## src/hdl/dpt_pkg.sv

```systemverilog
// package: register map, field layout and reset values of the dual pwm block
package dpt_pkg;
    // ========================================================
    // register bus geometry, timer and duty widths
    localparam int ADDR_W = 3;
    localparam int DATA_W = 8;
    localparam int TMR_W = 8;
    localparam int SUB_W = 2;
    localparam int DUTY_W = 10;

    // ========================================================
    // register offsets
    localparam logic [2:0] OFS_A_CONTROL = 3'h0;
    localparam logic [2:0] OFS_A_DUTY_HIGH = 3'h1;
    localparam logic [2:0] OFS_A_DUTY_LOW = 3'h2;
    localparam logic [2:0] OFS_B_CONTROL = 3'h3;
    localparam logic [2:0] OFS_B_DUTY_HIGH = 3'h4;
    localparam logic [2:0] OFS_B_DUTY_LOW = 3'h5;
    localparam logic [2:0] OFS_TIMER_SOURCE_SELECT = 3'h6;

    // ========================================================
    // field positions
    localparam int CTRL_ENABLE_BIT = 7;
    localparam int CTRL_LEVEL_BIT = 5;
    localparam int CTRL_INVERT_BIT = 4;
    localparam int DUTY_LOW_HI_BIT = 7;
    localparam int DUTY_LOW_LO_BIT = 6;
    localparam int PICK_B_HI_BIT = 3;
    localparam int PICK_B_LO_BIT = 2;
    localparam int PICK_A_HI_BIT = 1;
    localparam int PICK_A_LO_BIT = 0;

    // ========================================================
    // reset values and constants
    localparam logic [7:0] DUTY_HIGH_RESET = 8'h00;
    localparam logic [1:0] DUTY_LOW_RESET = 2'h0;
    localparam logic [7:0] READ_ZERO = 8'h00;
    localparam logic [9:0] DUTY_ZERO = 10'h000;

    // timer pick codes, 00 is reserved and selects no timer
    typedef enum logic [1:0] {
        PICK_NONE = 2'b00,
        PICK_T2 = 2'b01,
        PICK_T4 = 2'b10,
        PICK_T6 = 2'b11
    } dpt_pick_type;

    localparam dpt_pick_type PICK_RESET = PICK_T2;
endpackage : dpt_pkg

```

## src/hdl/dpt_channel.sv

```systemverilog
// one pwm channel: timer selection, duty buffer, compare and pin drive
`timescale 1ns/1ps
`default_nettype none
module dpt_channel #(
    parameter int TMR_W = 8,
    parameter int DUTY_W = 10
) (
    input wire logic mclk_i,                 // system clock
    input wire logic rst_i,                  // sync reset, active high
    input wire logic enable_i,               // channel enable
    input wire logic invert_i,               // active-low output when set
    input wire dpt_pkg::dpt_pick_type pick_i, // timer pick code
    input wire logic [DUTY_W-1:0] duty_i,    // buffered duty value
    input wire logic [DUTY_W-1:0] tb2_i,     // time base of timer two
    input wire logic rl2_i,                  // timer two reload pulse
    input wire logic [DUTY_W-1:0] tb4_i,     // time base of timer four
    input wire logic rl4_i,                  // timer four reload pulse
    input wire logic [DUTY_W-1:0] tb6_i,     // time base of timer six
    input wire logic rl6_i,                  // timer six reload pulse
    output logic pin_o                       // pin level after polarity
);
    // ========================================================
    // elaboration check
    if (DUTY_W != TMR_W + dpt_pkg::SUB_W) begin : g_bad_width
        $error("duty width must be timer width plus two");
    end

    logic [DUTY_W-1:0] tb_sel;
    logic rl_sel;
    logic [DUTY_W-1:0] duty_reg;
    logic raw_reg;
    logic raw_next;
    logic pin_reg;

    // ========================================================
    // timer routing; reserved code leaves the channel frozen
    always_comb begin
        unique case (pick_i)
            dpt_pkg::PICK_T2: begin
                tb_sel = tb2_i;
                rl_sel = rl2_i;
            end
            dpt_pkg::PICK_T4: begin
                tb_sel = tb4_i;
                rl_sel = rl4_i;
            end
            dpt_pkg::PICK_T6: begin
                tb_sel = tb6_i;
                rl_sel = rl6_i;
            end
            dpt_pkg::PICK_NONE: begin
                tb_sel = dpt_pkg::DUTY_ZERO;
                rl_sel = 1'b0;
            end
        endcase
    end

    // duty latched only at the period rollover, keeps pulses glitch free
    always_ff @(posedge mclk_i) begin
        if (rst_i) begin
            duty_reg <= dpt_pkg::DUTY_ZERO;
        end else if (rl_sel) begin
            duty_reg <= duty_i;
        end
    end

    // set at rollover unless zero duty, clear when time base hits duty
    always_comb begin
        raw_next = raw_reg;
        if (rl_sel) begin
            raw_next = (duty_i != dpt_pkg::DUTY_ZERO);
        end else if (tb_sel == duty_reg) begin
            raw_next = 1'b0;
        end
    end

    always_ff @(posedge mclk_i) begin
        if (rst_i) begin
            raw_reg <= 1'b0;
        end else begin
            raw_reg <= raw_next;
        end
    end

    // disabled channel sits at the polarity default level
    always_ff @(posedge mclk_i) begin
        if (rst_i) begin
            pin_reg <= 1'b0;
        end else begin
            pin_reg <= enable_i ? (raw_next ^ invert_i) : invert_i;
        end
    end

    assign pin_o = pin_reg;
endmodule : dpt_channel
`default_nettype wire

```

## src/hdl/dpt_dual_pwm.sv

```systemverilog
// top: register file and two pwm channels sharing three period timers
//
// Design decisions made here: the register offsets and the plain strobed port.
`timescale 1ns/1ps
`default_nettype none
module dpt_dual_pwm #(
    parameter int TMR_W = dpt_pkg::TMR_W,
    parameter int DUTY_W = dpt_pkg::DUTY_W
) (
    input wire logic mclk_i,                          // system clock
    input wire logic rst_i,                           // sync reset
    input wire logic [dpt_pkg::ADDR_W-1:0] addr_i,    // register address
    input wire logic [dpt_pkg::DATA_W-1:0] wdata_i,   // write data
    input wire logic wr_i,                            // write strobe
    input wire logic rd_i,                            // read strobe
    output logic [dpt_pkg::DATA_W-1:0] rdata_o,       // read data, next cycle
    input wire logic [DUTY_W-1:0] period_timer_two_base_i,        // timer two time base
    input wire logic period_timer_two_reload_i,                   // timer two rollover
    input wire logic [DUTY_W-1:0] period_timer_four_base_i,        // timer four time base
    input wire logic period_timer_four_reload_i,                   // timer four rollover
    input wire logic [DUTY_W-1:0] period_timer_six_base_i,        // timer six time base
    input wire logic period_timer_six_reload_i,                   // timer six rollover
    output logic chan_a_pin_o,                        // channel a pin
    output logic chan_b_pin_o                         // channel b pin
);
    // ========================================================
    // elaboration check
    if (DUTY_W != dpt_pkg::DUTY_W || TMR_W != dpt_pkg::TMR_W) begin : g_bad
        $error("register layout serves only a ten-bit duty");
    end

    logic chan_a_enable_reg;
    logic chan_a_invert_reg;
    logic [7:0] chan_a_duty_high_reg;
    logic [1:0] chan_a_duty_low_reg;
    logic chan_b_enable_reg;
    logic chan_b_invert_reg;
    logic [7:0] chan_b_duty_high_reg;
    logic [1:0] chan_b_duty_low_reg;
    dpt_pkg::dpt_pick_type chan_a_timer_pick_reg;
    dpt_pkg::dpt_pick_type chan_b_timer_pick_reg;
    logic [dpt_pkg::DATA_W-1:0] rdata_reg;
    logic [dpt_pkg::DATA_W-1:0] rdata_next;
    logic [DUTY_W-1:0] chan_a_duty_value;
    logic [DUTY_W-1:0] chan_b_duty_value;
    logic chan_a_pin;
    logic chan_b_pin;

    // ========================================================
    // control registers of both channels
    always_ff @(posedge mclk_i) begin
        if (rst_i) begin
            chan_a_enable_reg <= 1'b0;
            chan_a_invert_reg <= 1'b0;
            chan_b_enable_reg <= 1'b0;
            chan_b_invert_reg <= 1'b0;
        end else if (wr_i) begin
            if (addr_i == dpt_pkg::OFS_A_CONTROL) begin
                chan_a_enable_reg <= wdata_i[dpt_pkg::CTRL_ENABLE_BIT];
                chan_a_invert_reg <= wdata_i[dpt_pkg::CTRL_INVERT_BIT];
            end
            if (addr_i == dpt_pkg::OFS_B_CONTROL) begin
                chan_b_enable_reg <= wdata_i[dpt_pkg::CTRL_ENABLE_BIT];
                chan_b_invert_reg <= wdata_i[dpt_pkg::CTRL_INVERT_BIT];
            end
        end
    end

    // duty registers; only bits 7:6 of the low register are stored
    always_ff @(posedge mclk_i) begin
        if (rst_i) begin
            chan_a_duty_high_reg <= dpt_pkg::DUTY_HIGH_RESET;
            chan_a_duty_low_reg <= dpt_pkg::DUTY_LOW_RESET;
            chan_b_duty_high_reg <= dpt_pkg::DUTY_HIGH_RESET;
            chan_b_duty_low_reg <= dpt_pkg::DUTY_LOW_RESET;
        end else if (wr_i) begin
            if (addr_i == dpt_pkg::OFS_A_DUTY_HIGH) begin
                chan_a_duty_high_reg <= wdata_i;
            end
            if (addr_i == dpt_pkg::OFS_A_DUTY_LOW) begin
                chan_a_duty_low_reg <= wdata_i[dpt_pkg::DUTY_LOW_HI_BIT:
                                               dpt_pkg::DUTY_LOW_LO_BIT];
            end
            if (addr_i == dpt_pkg::OFS_B_DUTY_HIGH) begin
                chan_b_duty_high_reg <= wdata_i;
            end
            if (addr_i == dpt_pkg::OFS_B_DUTY_LOW) begin
                chan_b_duty_low_reg <= wdata_i[dpt_pkg::DUTY_LOW_HI_BIT:
                                               dpt_pkg::DUTY_LOW_LO_BIT];
            end
        end
    end

    // timer pick fields; upper nibble has no storage at all
    always_ff @(posedge mclk_i) begin
        if (rst_i) begin
            chan_a_timer_pick_reg <= dpt_pkg::PICK_RESET;
            chan_b_timer_pick_reg <= dpt_pkg::PICK_RESET;
        end else if (wr_i && addr_i == dpt_pkg::OFS_TIMER_SOURCE_SELECT) begin
            chan_b_timer_pick_reg <= dpt_pkg::dpt_pick_type'(
                wdata_i[dpt_pkg::PICK_B_HI_BIT:dpt_pkg::PICK_B_LO_BIT]);
            chan_a_timer_pick_reg <= dpt_pkg::dpt_pick_type'(
                wdata_i[dpt_pkg::PICK_A_HI_BIT:dpt_pkg::PICK_A_LO_BIT]);
        end
    end

    // ========================================================
    // duty value is left justified: high byte on top, two bits below
    assign chan_a_duty_value =
        {chan_a_duty_high_reg, chan_a_duty_low_reg};
    assign chan_b_duty_value =
        {chan_b_duty_high_reg, chan_b_duty_low_reg};

    // ========================================================
    // read mux; every unused position and unmapped address reads zero
    always_comb begin
        rdata_next = dpt_pkg::READ_ZERO;
        unique case (addr_i)
            dpt_pkg::OFS_A_CONTROL: begin
                rdata_next[dpt_pkg::CTRL_ENABLE_BIT] = chan_a_enable_reg;
                rdata_next[dpt_pkg::CTRL_LEVEL_BIT] = chan_a_pin;
                rdata_next[dpt_pkg::CTRL_INVERT_BIT] = chan_a_invert_reg;
            end
            dpt_pkg::OFS_A_DUTY_HIGH: begin
                rdata_next = chan_a_duty_high_reg;
            end
            dpt_pkg::OFS_A_DUTY_LOW: begin
                rdata_next[dpt_pkg::DUTY_LOW_HI_BIT:dpt_pkg::DUTY_LOW_LO_BIT] =
                    chan_a_duty_low_reg;
            end
            dpt_pkg::OFS_B_CONTROL: begin
                rdata_next[dpt_pkg::CTRL_ENABLE_BIT] = chan_b_enable_reg;
                rdata_next[dpt_pkg::CTRL_LEVEL_BIT] = chan_b_pin;
                rdata_next[dpt_pkg::CTRL_INVERT_BIT] = chan_b_invert_reg;
            end
            dpt_pkg::OFS_B_DUTY_HIGH: begin
                rdata_next = chan_b_duty_high_reg;
            end
            dpt_pkg::OFS_B_DUTY_LOW: begin
                rdata_next[dpt_pkg::DUTY_LOW_HI_BIT:dpt_pkg::DUTY_LOW_LO_BIT] =
                    chan_b_duty_low_reg;
            end
            dpt_pkg::OFS_TIMER_SOURCE_SELECT: begin
                rdata_next[dpt_pkg::PICK_B_HI_BIT:dpt_pkg::PICK_B_LO_BIT] =
                    chan_b_timer_pick_reg;
                rdata_next[dpt_pkg::PICK_A_HI_BIT:dpt_pkg::PICK_A_LO_BIT] =
                    chan_a_timer_pick_reg;
            end
            default: begin
                rdata_next = dpt_pkg::READ_ZERO;
            end
        endcase
    end

    // read data stands only in the cycle after the strobe
    always_ff @(posedge mclk_i) begin
        if (rst_i) begin
            rdata_reg <= dpt_pkg::READ_ZERO;
        end else if (rd_i) begin
            rdata_reg <= rdata_next;
        end else begin
            rdata_reg <= dpt_pkg::READ_ZERO;
        end
    end

    assign rdata_o = rdata_reg;

    // ========================================================
    // channels; both reach all three timers through their pick field
    dpt_channel #(
        .TMR_W(TMR_W),
        .DUTY_W(DUTY_W)
    ) u_chan_a (
        .mclk_i(mclk_i),
        .rst_i(rst_i),
        .enable_i(chan_a_enable_reg),
        .invert_i(chan_a_invert_reg),
        .pick_i(chan_a_timer_pick_reg),
        .duty_i(chan_a_duty_value),
        .tb2_i(period_timer_two_base_i),
        .rl2_i(period_timer_two_reload_i),
        .tb4_i(period_timer_four_base_i),
        .rl4_i(period_timer_four_reload_i),
        .tb6_i(period_timer_six_base_i),
        .rl6_i(period_timer_six_reload_i),
        .pin_o(chan_a_pin)
    );

    dpt_channel #(
        .TMR_W(TMR_W),
        .DUTY_W(DUTY_W)
    ) u_chan_b (
        .mclk_i(mclk_i),
        .rst_i(rst_i),
        .enable_i(chan_b_enable_reg),
        .invert_i(chan_b_invert_reg),
        .pick_i(chan_b_timer_pick_reg),
        .duty_i(chan_b_duty_value),
        .tb2_i(period_timer_two_base_i),
        .rl2_i(period_timer_two_reload_i),
        .tb4_i(period_timer_four_base_i),
        .rl4_i(period_timer_four_reload_i),
        .tb6_i(period_timer_six_base_i),
        .rl6_i(period_timer_six_reload_i),
        .pin_o(chan_b_pin)
    );

    assign chan_a_pin_o = chan_a_pin;
    assign chan_b_pin_o = chan_b_pin;
endmodule : dpt_dual_pwm
`default_nettype wire

```

## config.mk

```make
export PLATFORM = sky130hd
export DESIGN_NAME = dpt_dual_pwm
export DESIGN_NICKNAME = d
export VERILOG_FILES = /design/src/hdl/dpt_pkg.sv /design/src/hdl/dpt_channel.sv /design/src/hdl/dpt_dual_pwm.sv
export SDC_FILE = /design/constraint.sdc
export NUM_CORES = 1
export LEC_CHECK = 0
export ABC_AREA = 1
export BUFFER_PORTS_ARGS = -buffer_cell sky130_fd_sc_hd__buf_2
export CELL_PAD_IN_SITES_DETAIL_PLACEMENT = 1
export CELL_PAD_IN_SITES_GLOBAL_PLACEMENT = 1
export CORE_ASPECT_RATIO = 1.5
export CORE_MARGIN = 10
export CORE_UTILIZATION = 39
export CTS_CLUSTER_SIZE = 8
export DETAILED_ROUTE_END_ITERATION = 16
export GPL_TIMING_DRIVEN = 0
export PLACE_DENSITY = 0.89
export SLEW_MARGIN = 30
export SYNTH_ARGS = -nofsm -noshare
export SYNTH_HDL_FRONTEND = slang
export SYNTH_SLANG_ARGS = --single-unit
```

## constraint.sdc

```tcl
create_clock -name mclk_i -period 1.8 [get_ports mclk_i]
set_clock_uncertainty 0.05 [all_clocks]
set_input_delay 0.09 -clock mclk_i [delete_from_list [all_inputs] [get_ports mclk_i]]
set_output_delay 0.09 -clock mclk_i [all_outputs]
set_load 0.03 [all_outputs]
```

# Yosys cells after proc, flatten, opt, wreduce, memory -nomap -nowiden
# Cells that the tools add are included.
[op_classes]
n_eq_ne = 14
mux = 14
n_bitwise = 3
n_reduce_logical = 13
[ops]
columns = ["operator", "n"]
rows = [
  ["one-hot mux 10 bit (4 select lines)", 2],
  ["equality test 10 bit", 2],
  ["nonzero test 10 bit", 2],
  ["one-hot mux 1 bit (4 select lines)", 3],
  ["one-hot mux 4 bit (3 select lines)", 1],
  ["AND reduction 2 bit", 6],
  ["equality test 3 bit, second input constant", 3],
  ["equality test 2 bit, second input constant", 4],
  ["one-hot mux 2 bit (4 select lines)", 1],
  ["equality test 3 x 2 -> 1 bit, second input constant", 2],
  ["two-way mux 1 bit", 6],
  ["one-hot mux 1 bit (6 select lines)", 1],
  ["equality test 2 x 1 -> 1 bit, second input constant", 2],
  ["logical NOT 2 bit", 2],
  ["equality test 3 x 1 -> 1 bit, second input constant", 1],
  ["logical NOT 3 bit", 1],
  ["OR reduction 2 bit", 1],
  ["bitwise XOR 1 bit", 2],
  ["logical AND 1 bit", 1],
  ["inverter 1 bit", 1],
]
[word_totals]
regBits = 60
in_bits = 48
output_inout_bits = 10

# Logic depth before layout (Yosys ltp)
# Gate-level depths: netlist of run 1.
[depth]
depth_word = 7
ltp_mapped = 15

# Cells and area by module
# Synthesis of run 1 repeated with hierarchy kept, for this count alone.
[unflattened]
cells_unflattened = 512
area_unflattened_um2 = 3315.7
[modules_own_cells]
columns = ["mod", "n_inst", "cells_each", "area_per_inst_um2", "seq_area_each_um2"]
rows = [
  ["dpt_channel", 2, 153, 900.9, 240.2],
  ["dpt_dual_pwm", 1, 206, 1514.0, 720.7],
]

# Least setup slack after synthesis of run 1
# Ideal clock, no wire load.
[synth_path]
path_kind = "register to register"
from = "register chan_a_timer_pick_reg[0]"
to = "register u_chan_a.pin_reg (netlist: u_chan_a.pin_o)"
arrival_time_ns = 1.385
slack_ns = 0.250
stages_incl_launch_ff = 15
path_buffers = 1
path_cell_list = "dfxtp_1 buf_6 inv_2 nor2_1 nand2_1 nand3_1 nand2_1 nand2_1 nand2_1 nor2_1 nand3_1 nand2_1 nand2_1 a21oi_1 nor2_1"
[synth_between]
elab_chain_len = 7
elab_cells_between_ends = 11
[synth_rtl]
columns = ["item", "line", "text"]
rows = [
  ["start, declared", "dpt_dual_pwm.sv:40", "dpt_pkg::dpt_pick_type chan_a_timer_pick_reg;"],
  ["start signal, assigned", "dpt_dual_pwm.sv:97", "chan_a_timer_pick_reg <= dpt_pkg::PICK_RESET;"],
  ["start signal, assigned", "dpt_dual_pwm.sv:102", "chan_a_timer_pick_reg <= dpt_pkg::dpt_pick_type'("],
  ["equality test 2 bit (tied with other cells)", "dpt_channel.sv:38", "unique case (pick_i)"],
  ["one-hot mux 10 bit (4 select lines)", "dpt_channel.sv:38", ""],
  ["equality test 10 bit", "dpt_channel.sv:72", "end else if (tb_sel == duty_reg) begin"],
  ["two-way mux 1 bit", "dpt_channel.sv:72", ""],
  ["two-way mux 1 bit (*)", "dpt_channel.sv:70", "if (rl_sel) begin"],
  ["bitwise XOR 1 bit (*)", "dpt_channel.sv:90", "pin_reg <= enable_i ? (raw_next ^ invert_i) : invert_i;"],
  ["two-way mux 1 bit (*)", "dpt_channel.sv:90", ""],
  ["end signal, assigned", "dpt_channel.sv:90", ""],
  ["end, declared", "dpt_channel.sv:33", "logic pin_reg;"],
]
# Every way passes the cells marked *; elsewhere a longest branch is shown, timed or not.
# A chain may end at the register's enable or synchronous reset.

# Worst setup path after layout of run 1
# Ends and elaborated chain as after synthesis.

==> results.yml, run 1 <==
routing:
  wire_per_inst_um: 20.1
  vias: 3862
  dr.pass1.iters: 5
  routed_wl_um: 13700
  drcViolationCount: 0
  via_per_inst: 5.67
  drt_iter0_drc: 190
  ant_nets: 0
global_route:
  grt_usage_pct: 22.0
  grt_pass1_wl_um: 20800
  grt_overflow: 0
  antenna_found_initial: 0
  grt_max_degree: 11
  grt_pass1_vias: 4056
clocking:
  clkLatencyLatePin_ps: 340
  cts_made_buffers: 9
  cts.clk_slew.worst_paths_ps: 50
  htree_levels: 3
  clock_sinks: 60
  clock_path_buffers: 2
  cts-root-buf: "clkbuf_16"
  tritoncts: "done"
sta:
  final_max_slew_viol_count: 0
  hold_slack_ps: 29.9
  setup_ws_ps: -17.0
  fin_setup_tns_ps: -17.0
  rsz0062_at_grt: "yes"
  worstMarginPinSlew_ps: 737
  period_minus_slack_ps: 1820
  setup_violations: 1
  maxSlewHeadroom_pct: 50.2
  timing.final.hold_violations: 0
  max_freq_mhz: 550
  fin_crit_sh_pct: 101
min_path:
  hold_path.class: "input pin to register"
synthesis:
  ys_seq_area_share_pct: 37.8
  yosys_warnings: 0
  synth_cells: 489
  synth_area_leaders: "dfxtp_1 38%, nand2_1 12%, nand3_1 10%, a21oi_1 8.3%, o21ai_0 7.7%"
  yosys.cell_types.count: 22
  synth_top_area_share_pct: 37.8
  ys_seq_elements: 60
  synth_fp_nets: 537
  synthesis.area_um2: 3180
  synth.avg_cell_area_um2: 6.50
  synth_area_leader_cell: "dfxtp_1"
cells_and_area:
  syn_to_final_growth_pct: 32.1
  fin_nets: 619
  drive_gt1_share_pct: 24.7
  diodes: 0
  utilization_pct: 52.5
  final_area_um2: 4200
power_and_ir_drop:
  power.density_nw_per_um2: 913
  ir_drop_mv: 0.727
  leakage_nw: 1.86
  p_total_mw: 3.84
setup_path:
  crit_chain: "buf_8 -> buf_8 -> nand3_1 -> nand4_1 -> nand2_1 -> nand2_1 -> nor2_1 -> nand3_1 -> nand2_2 -> nand2_2 -> a21oi_2 -> nor2_1"
  worst_setup_path_end_kind: "register"
  cp.required_ps: 1980
  worstPathMaxFanout: 10
  crit_type: "register to register"
  crit_arrival_ps: 1990
  crit_slowest_cell: "dfxtp_2"
  critical-path-max-stage-delay_ps: 330
  start_kind: "register"
placement:
  portBuffers: 57
  dp_hpwl_um: 9850
  dpl_cell_area_um2: 3600
  gp_congestion: 1.03
die:
  fp.coreArea_um2: 8010
  rows: 40
  die_h_um: 131
  floorplan.initialDensity_pct: 39.7
  die_w_um: 93.7
  die_area_um2: 12200
  ios: 58
run_status:
  outcome: "finished, violations left"
  violations: "negative setup slack"
job:
  drv_cap: 0
[repair_timing]
item | CTS | global route
resized for setup | 26 | 42
pin swaps | 3 | 12
buffers inserted | 5 | 6
hold buffers | 2 | 0
cloned | 0 | 1
endpoints found under the setup margin | 7 | 36
hold endpoints to repair | 2 | 0
[kinds of logic (layout without fill, tap and decap cells)]
logic type | count (synthesis) | after routing | synth area share, %
buffers and inverters | 87 | 174 | 11.3
and+or+nand+nor | 225 | 225 | 31.5
DFF | 60 | 60 | 37.8
AOI/OAI and AO/OA | 117 | 117 | 19.4
[cells in the mapped netlist, drive strengths merged]
cell type and number:
o21ai 49, a2111oi 1, a21oi 53, a221oi 2
nand3 65, a22oi 1, buf 8, a31oi 1
o41ai 2, dfxtp 60, o22ai 8, nand2 99
nor3 1, nand4 23, inv 68, nor2 37
clkbuf 11
[stage by stage]
step           std cells  worst slack (ps)
2_1_floorplan        489               250
3_3_place_gp         651             -26.9
3_5_place_dp         651             -94.9
4_1_cts              674             0.264
5_1_grt              681              -146
6_report             681             -17.0
[placed cells by master (no fill, tap or decap), types with 3 or more instances in the layout]
master and instances:
a21oi_1 51, buf_2 58, buf_4 12, buf_6 5, clkbuf_1 6, clkbuf_16 9
clkbuf_2 5, clkinv_2 4, dfxtp_1 56, dfxtp_2 3, inv_1 63, nand2_1 88
nand2_2 9, nand3_1 50, nand3_2 15, nand4_1 23, nor2_1 30, nor2_2 3
nor2_4 4, o21ai_0 47, o22ai_1 8
[final timing paths]
check | startpoint | to | slack (ps) | cells past startpoint
hold reg to reg | u_chan_a.duty_reg[9] | u_chan_a.duty_reg[9] | 430 | 2
setup / recovery | chan_a_timer_pick_reg[0] | u_chan_a.pin_o | -20 | 12
setup reg to reg | chan_a_timer_pick_reg[0] | u_chan_a.pin_o | -20 | 12
hold / removal | wdata_i[5] | chan_a_duty_high_reg[5] | 30 | 3
[layer usage]
layer  vias to the layer above  share of wire, %  GRT usage (%)  wire length [um]
li1                       1813                 -              -                 -
met1                      1812                36           21.3              4890
met2                       177                50           38.1              6880
met3                        60               7.4           6.85              1010
met4                         0               6.7           16.6               913
met5                         -                 0              0                 0
[worst max-delay path: cells and delay by family, from the launching register on]
| family | cells | cell delay, ps |
|---|---|---|
| compound gates | 1 | 140 |
| buf+inv | 2 | 280 |
| flops | 1 | 330 |
| simple gates | 9 | 890 |
[power breakdown]
| group | total, mW | switching, mW | internal (mW) |
|---|---|---|---|
| registers | 1.44 | 0.0443 | 1.40 |
| logic | 0.637 | 0.415 | 0.222 |
| clock network | 1.76 | 0.622 | 1.14 |
| total | 3.84 | 1.08 | 2.76 |
[area by class of cell]
cell class / count / area (um2)
clock buffer: 11 / 253
buffer: 19 / 141
tap: 105 / 131
clock inverter: 5 / 50.0
inverter: 68 / 265
multi-input combinational: 342 / 1760
timing repair buffer: 71 / 393
fill: 1102 / 3800
sequential: 60 / 1210
Power figures use the tool's default switching activity.
==> run 2: changes to the inputs <==
--- a/config.mk
+++ b/config.mk
@@ -15,6 +15,7 @@
 export CTS_CLUSTER_SIZE = 8
 export DETAILED_ROUTE_END_ITERATION = 16
 export GPL_TIMING_DRIVEN = 0
+export MAX_ROUTING_LAYER = met4
 export PLACE_DENSITY = 0.89
 export SLEW_MARGIN = 30
 export SYNTH_ARGS = -nofsm -noshare
==> run 2 against run 1 <==
  * The run still ends with negative setup slack left
  * Core utilization is essentially flat
  * Clock power shrank 18%
  * Critical path depth grew 1
  * Hold slack lost 29 ps
  * Cell area is essentially flat
  * Global-route usage shrank 0.68 points
  * Non-clock buffer count grew 1
  * Combinational power is essentially flat
  * Routed wire length shrank 2.4%
  * Total power shrank 8.1%
  * Register-to-register slack is essentially flat
  * Final cell count shrank 0.29%
  * Critical endpoint unchanged
  * Largest power group unchanged
==> results.yml, run 2 (same netlist as run 1, synthesis figures left out) <==
run_status:
  outcome: "finished, violations left"
  violations: "negative setup slack"
setup_path:
  cp.required_ps: 1970
  rr_worst_depth: 13
  worstPathMaxFanout: 6
  cp-endpoint: "u_chan_a.pin_o"
  start_kind: "register"
  reg2reg_slack_ps: -20
  critPathLaunch: "chan_a_timer_pick_reg[0]"
  crit_type: "register to register"
  crit_arrival_ps: 1980
  r2r-start: "chan_a_timer_pick_reg[0]"
  crit-reg2reg-capture: "u_chan_a.pin_o"
  worst_setup_path_end_kind: "register"
power_and_ir_drop:
  internal-power_mw: 2.53
  netSwitchingFraction_pct: 28.2
  p_seq_share_pct: 40.9
  power.density_nw_per_um2: 840
  clockPowerShare_pct: 41.0
  p_comb_share_pct: 18.1
  leakage_nw: 1.86
  netSwitchingPower_uw: 996
  ir_drop_mv: 0.586
routing:
  wire_per_inst_um: 19.7
  drcViolationCount: 0
  via_per_inst: 5.69
  routed_wl_um: 13400
  drt_iter0_drc: 177
  ant_nets: 0
  vias: 3862
  dr.pass1.iters: 5
cells_and_area:
  syn_to_final_growth_pct: 32.1
  final.fill_count: 1071
  fin_nets: 620
  final_area_um2: 4200
  utilization_pct: 52.5
  drive_gt1_share_pct: 24.2
  final_cell_mix: "82 x nand2_1, 64 x inv_1, 58 x buf_2"
  diodes: 0
  final_common_cell: "nand2_1"
global_route:
  grt_overflow: 0
  antenna_found_initial: 0
  grt_max_degree: 11
  grt_pass1_vias: 4055
  grt_pass1_wl_um: 19800
  grt_usage_pct: 21.3
clocking:
  htree_levels: 3
  clock_path_buffers: 2
  clkLatencyLatePin_ps: 330
  clock_sinks: 60
  cts.clk_slew.worst_paths_ps: 50
  tritoncts: "done"
  cts_made_buffers: 9
  cts-root-buf: "clkbuf_16"
min_path:
  hold_depth: 2
  hold_path.class: "input pin to register"
placement:
  portBuffers: 57
  dp_hpwl_um: 9740
  gp_congestion: 1.05
  dpl_cell_area_um2: 3600
die:
  ios: 58
  floorplan.initialDensity_pct: 39.7
  die_w_um: 93.7
  die_area_um2: 12200
  fp.coreArea_um2: 8010
  die_h_um: 131
  rows: 40
sta:
  maxSlewHeadroom_pct: 58.4
  setup_violations: 1
  setup_ws_ps: -15.3
  rsz0062_at_grt: "yes"
  worstMarginPinSlew_ps: 617
  period_minus_slack_ps: 1820
  final_max_slew_viol_count: 0
  timing.final.hold_violations: 0
  max_freq_mhz: 551
  fin_crit_sh_pct: 101
job:
  drv_cap: 0
[run 2: cell types whose count changed in the layout (fill, tap and decap cells not counted), moves of 3 or more]
cell	previous run	this run
clkbuf_1	6	13
nand2_2	9	16
nand2_1	88	82
o21ai_0	47	42
o21ai_1	2	7
clkbuf_2	5	1
clkinv_2	4	0
buf_6	5	8
[run 2: cell type report]
cell class / instances / area (um2) / area share, %
buffer: 19 / 138 / 3.28
inverter: 68 / 265 / 6.32
tap: 105 / 131 / 3.13
multi-input combinational: 342 / 1780 / 42.4
sequential: 60 / 1210 / 28.7
clock buffer: 13 / 240 / 5.72
timing repair buffer: 72 / 439 / 10.5
[run 2: timing repair]
item	in CTS	in global routing
endpoints found under the setup margin	8	22
cloned	0	2
buffers inserted	4	9
pin swaps	3	23
resized for setup	17	59
hold buffers	0	0
[run 2: metal layers]
metal	vias to the layer above	GRT usage, %	wire [um]
li1	1812	-	-
met1	1817	20.6	4920
met2	171	36.6	6640
met3	62	4.80	836
met4	0	15.6	960
met5	-	-	0
[run 2: critical path, stage by stage, from the launching register on]
cell and delay (ps):
dfxtp_2 340, buf_8 140, buf_4 130, nand3_1 120
nand3_1 120, nand2_1 70, nand2_1 70, nand2_1 60
nor2_2 110, nand3_2 90, nand2_2 100, nand2_2 80
a21oi_1 150, nor2_1 50
[run 2: how the worst min path moves through the flow]
stage                           from                       end  slack [ps]
after floorplan                rst_i         chan_b_invert_reg         110
after global placement    wdata_i[2]  chan_b_timer_pick_reg[0]         320
after detailed placement  wdata_i[2]  chan_b_timer_pick_reg[0]         340
after CTS                 wdata_i[2]  chan_b_timer_pick_reg[0]           2
after global routing           rst_i          u_chan_b.raw_reg          10
final                          rst_i          u_chan_b.raw_reg         0.8
[run 2: power by group through the flow]
stage / Combinational (mW) / Clock, mW / Sequential [mW]
finish: 0.640 / 1.45 / 1.44
global route: 0.704 / 1.52 / 1.45
CTS: 0.570 / 1.47 / 1.44
detailed placement: 0.546 / 0 / 1.47
global placement: 0.526 / 0 / 1.46
floorplan: 0.340 / 0 / 1.46
[run 2: stage by stage]
step | setup WS (ps) | hold WS (ps) | setup TNS [ps] | cells | power [mW]
2_1_floorplan | 250 | 109 | 0 | 489 | 1.80
3_3_place_gp | -30.7 | 319 | -30.7 | 651 | 1.99
3_5_place_dp | -83.3 | 343 | -141 | 651 | 2.01
4_1_cts | -0.412 | 1.91 | -0.412 | 668 | 3.48
5_1_grt | -170 | 12.6 | -446 | 679 | 3.67
6_report | -15.3 | 0.837 | -15.3 | 679 | 3.53
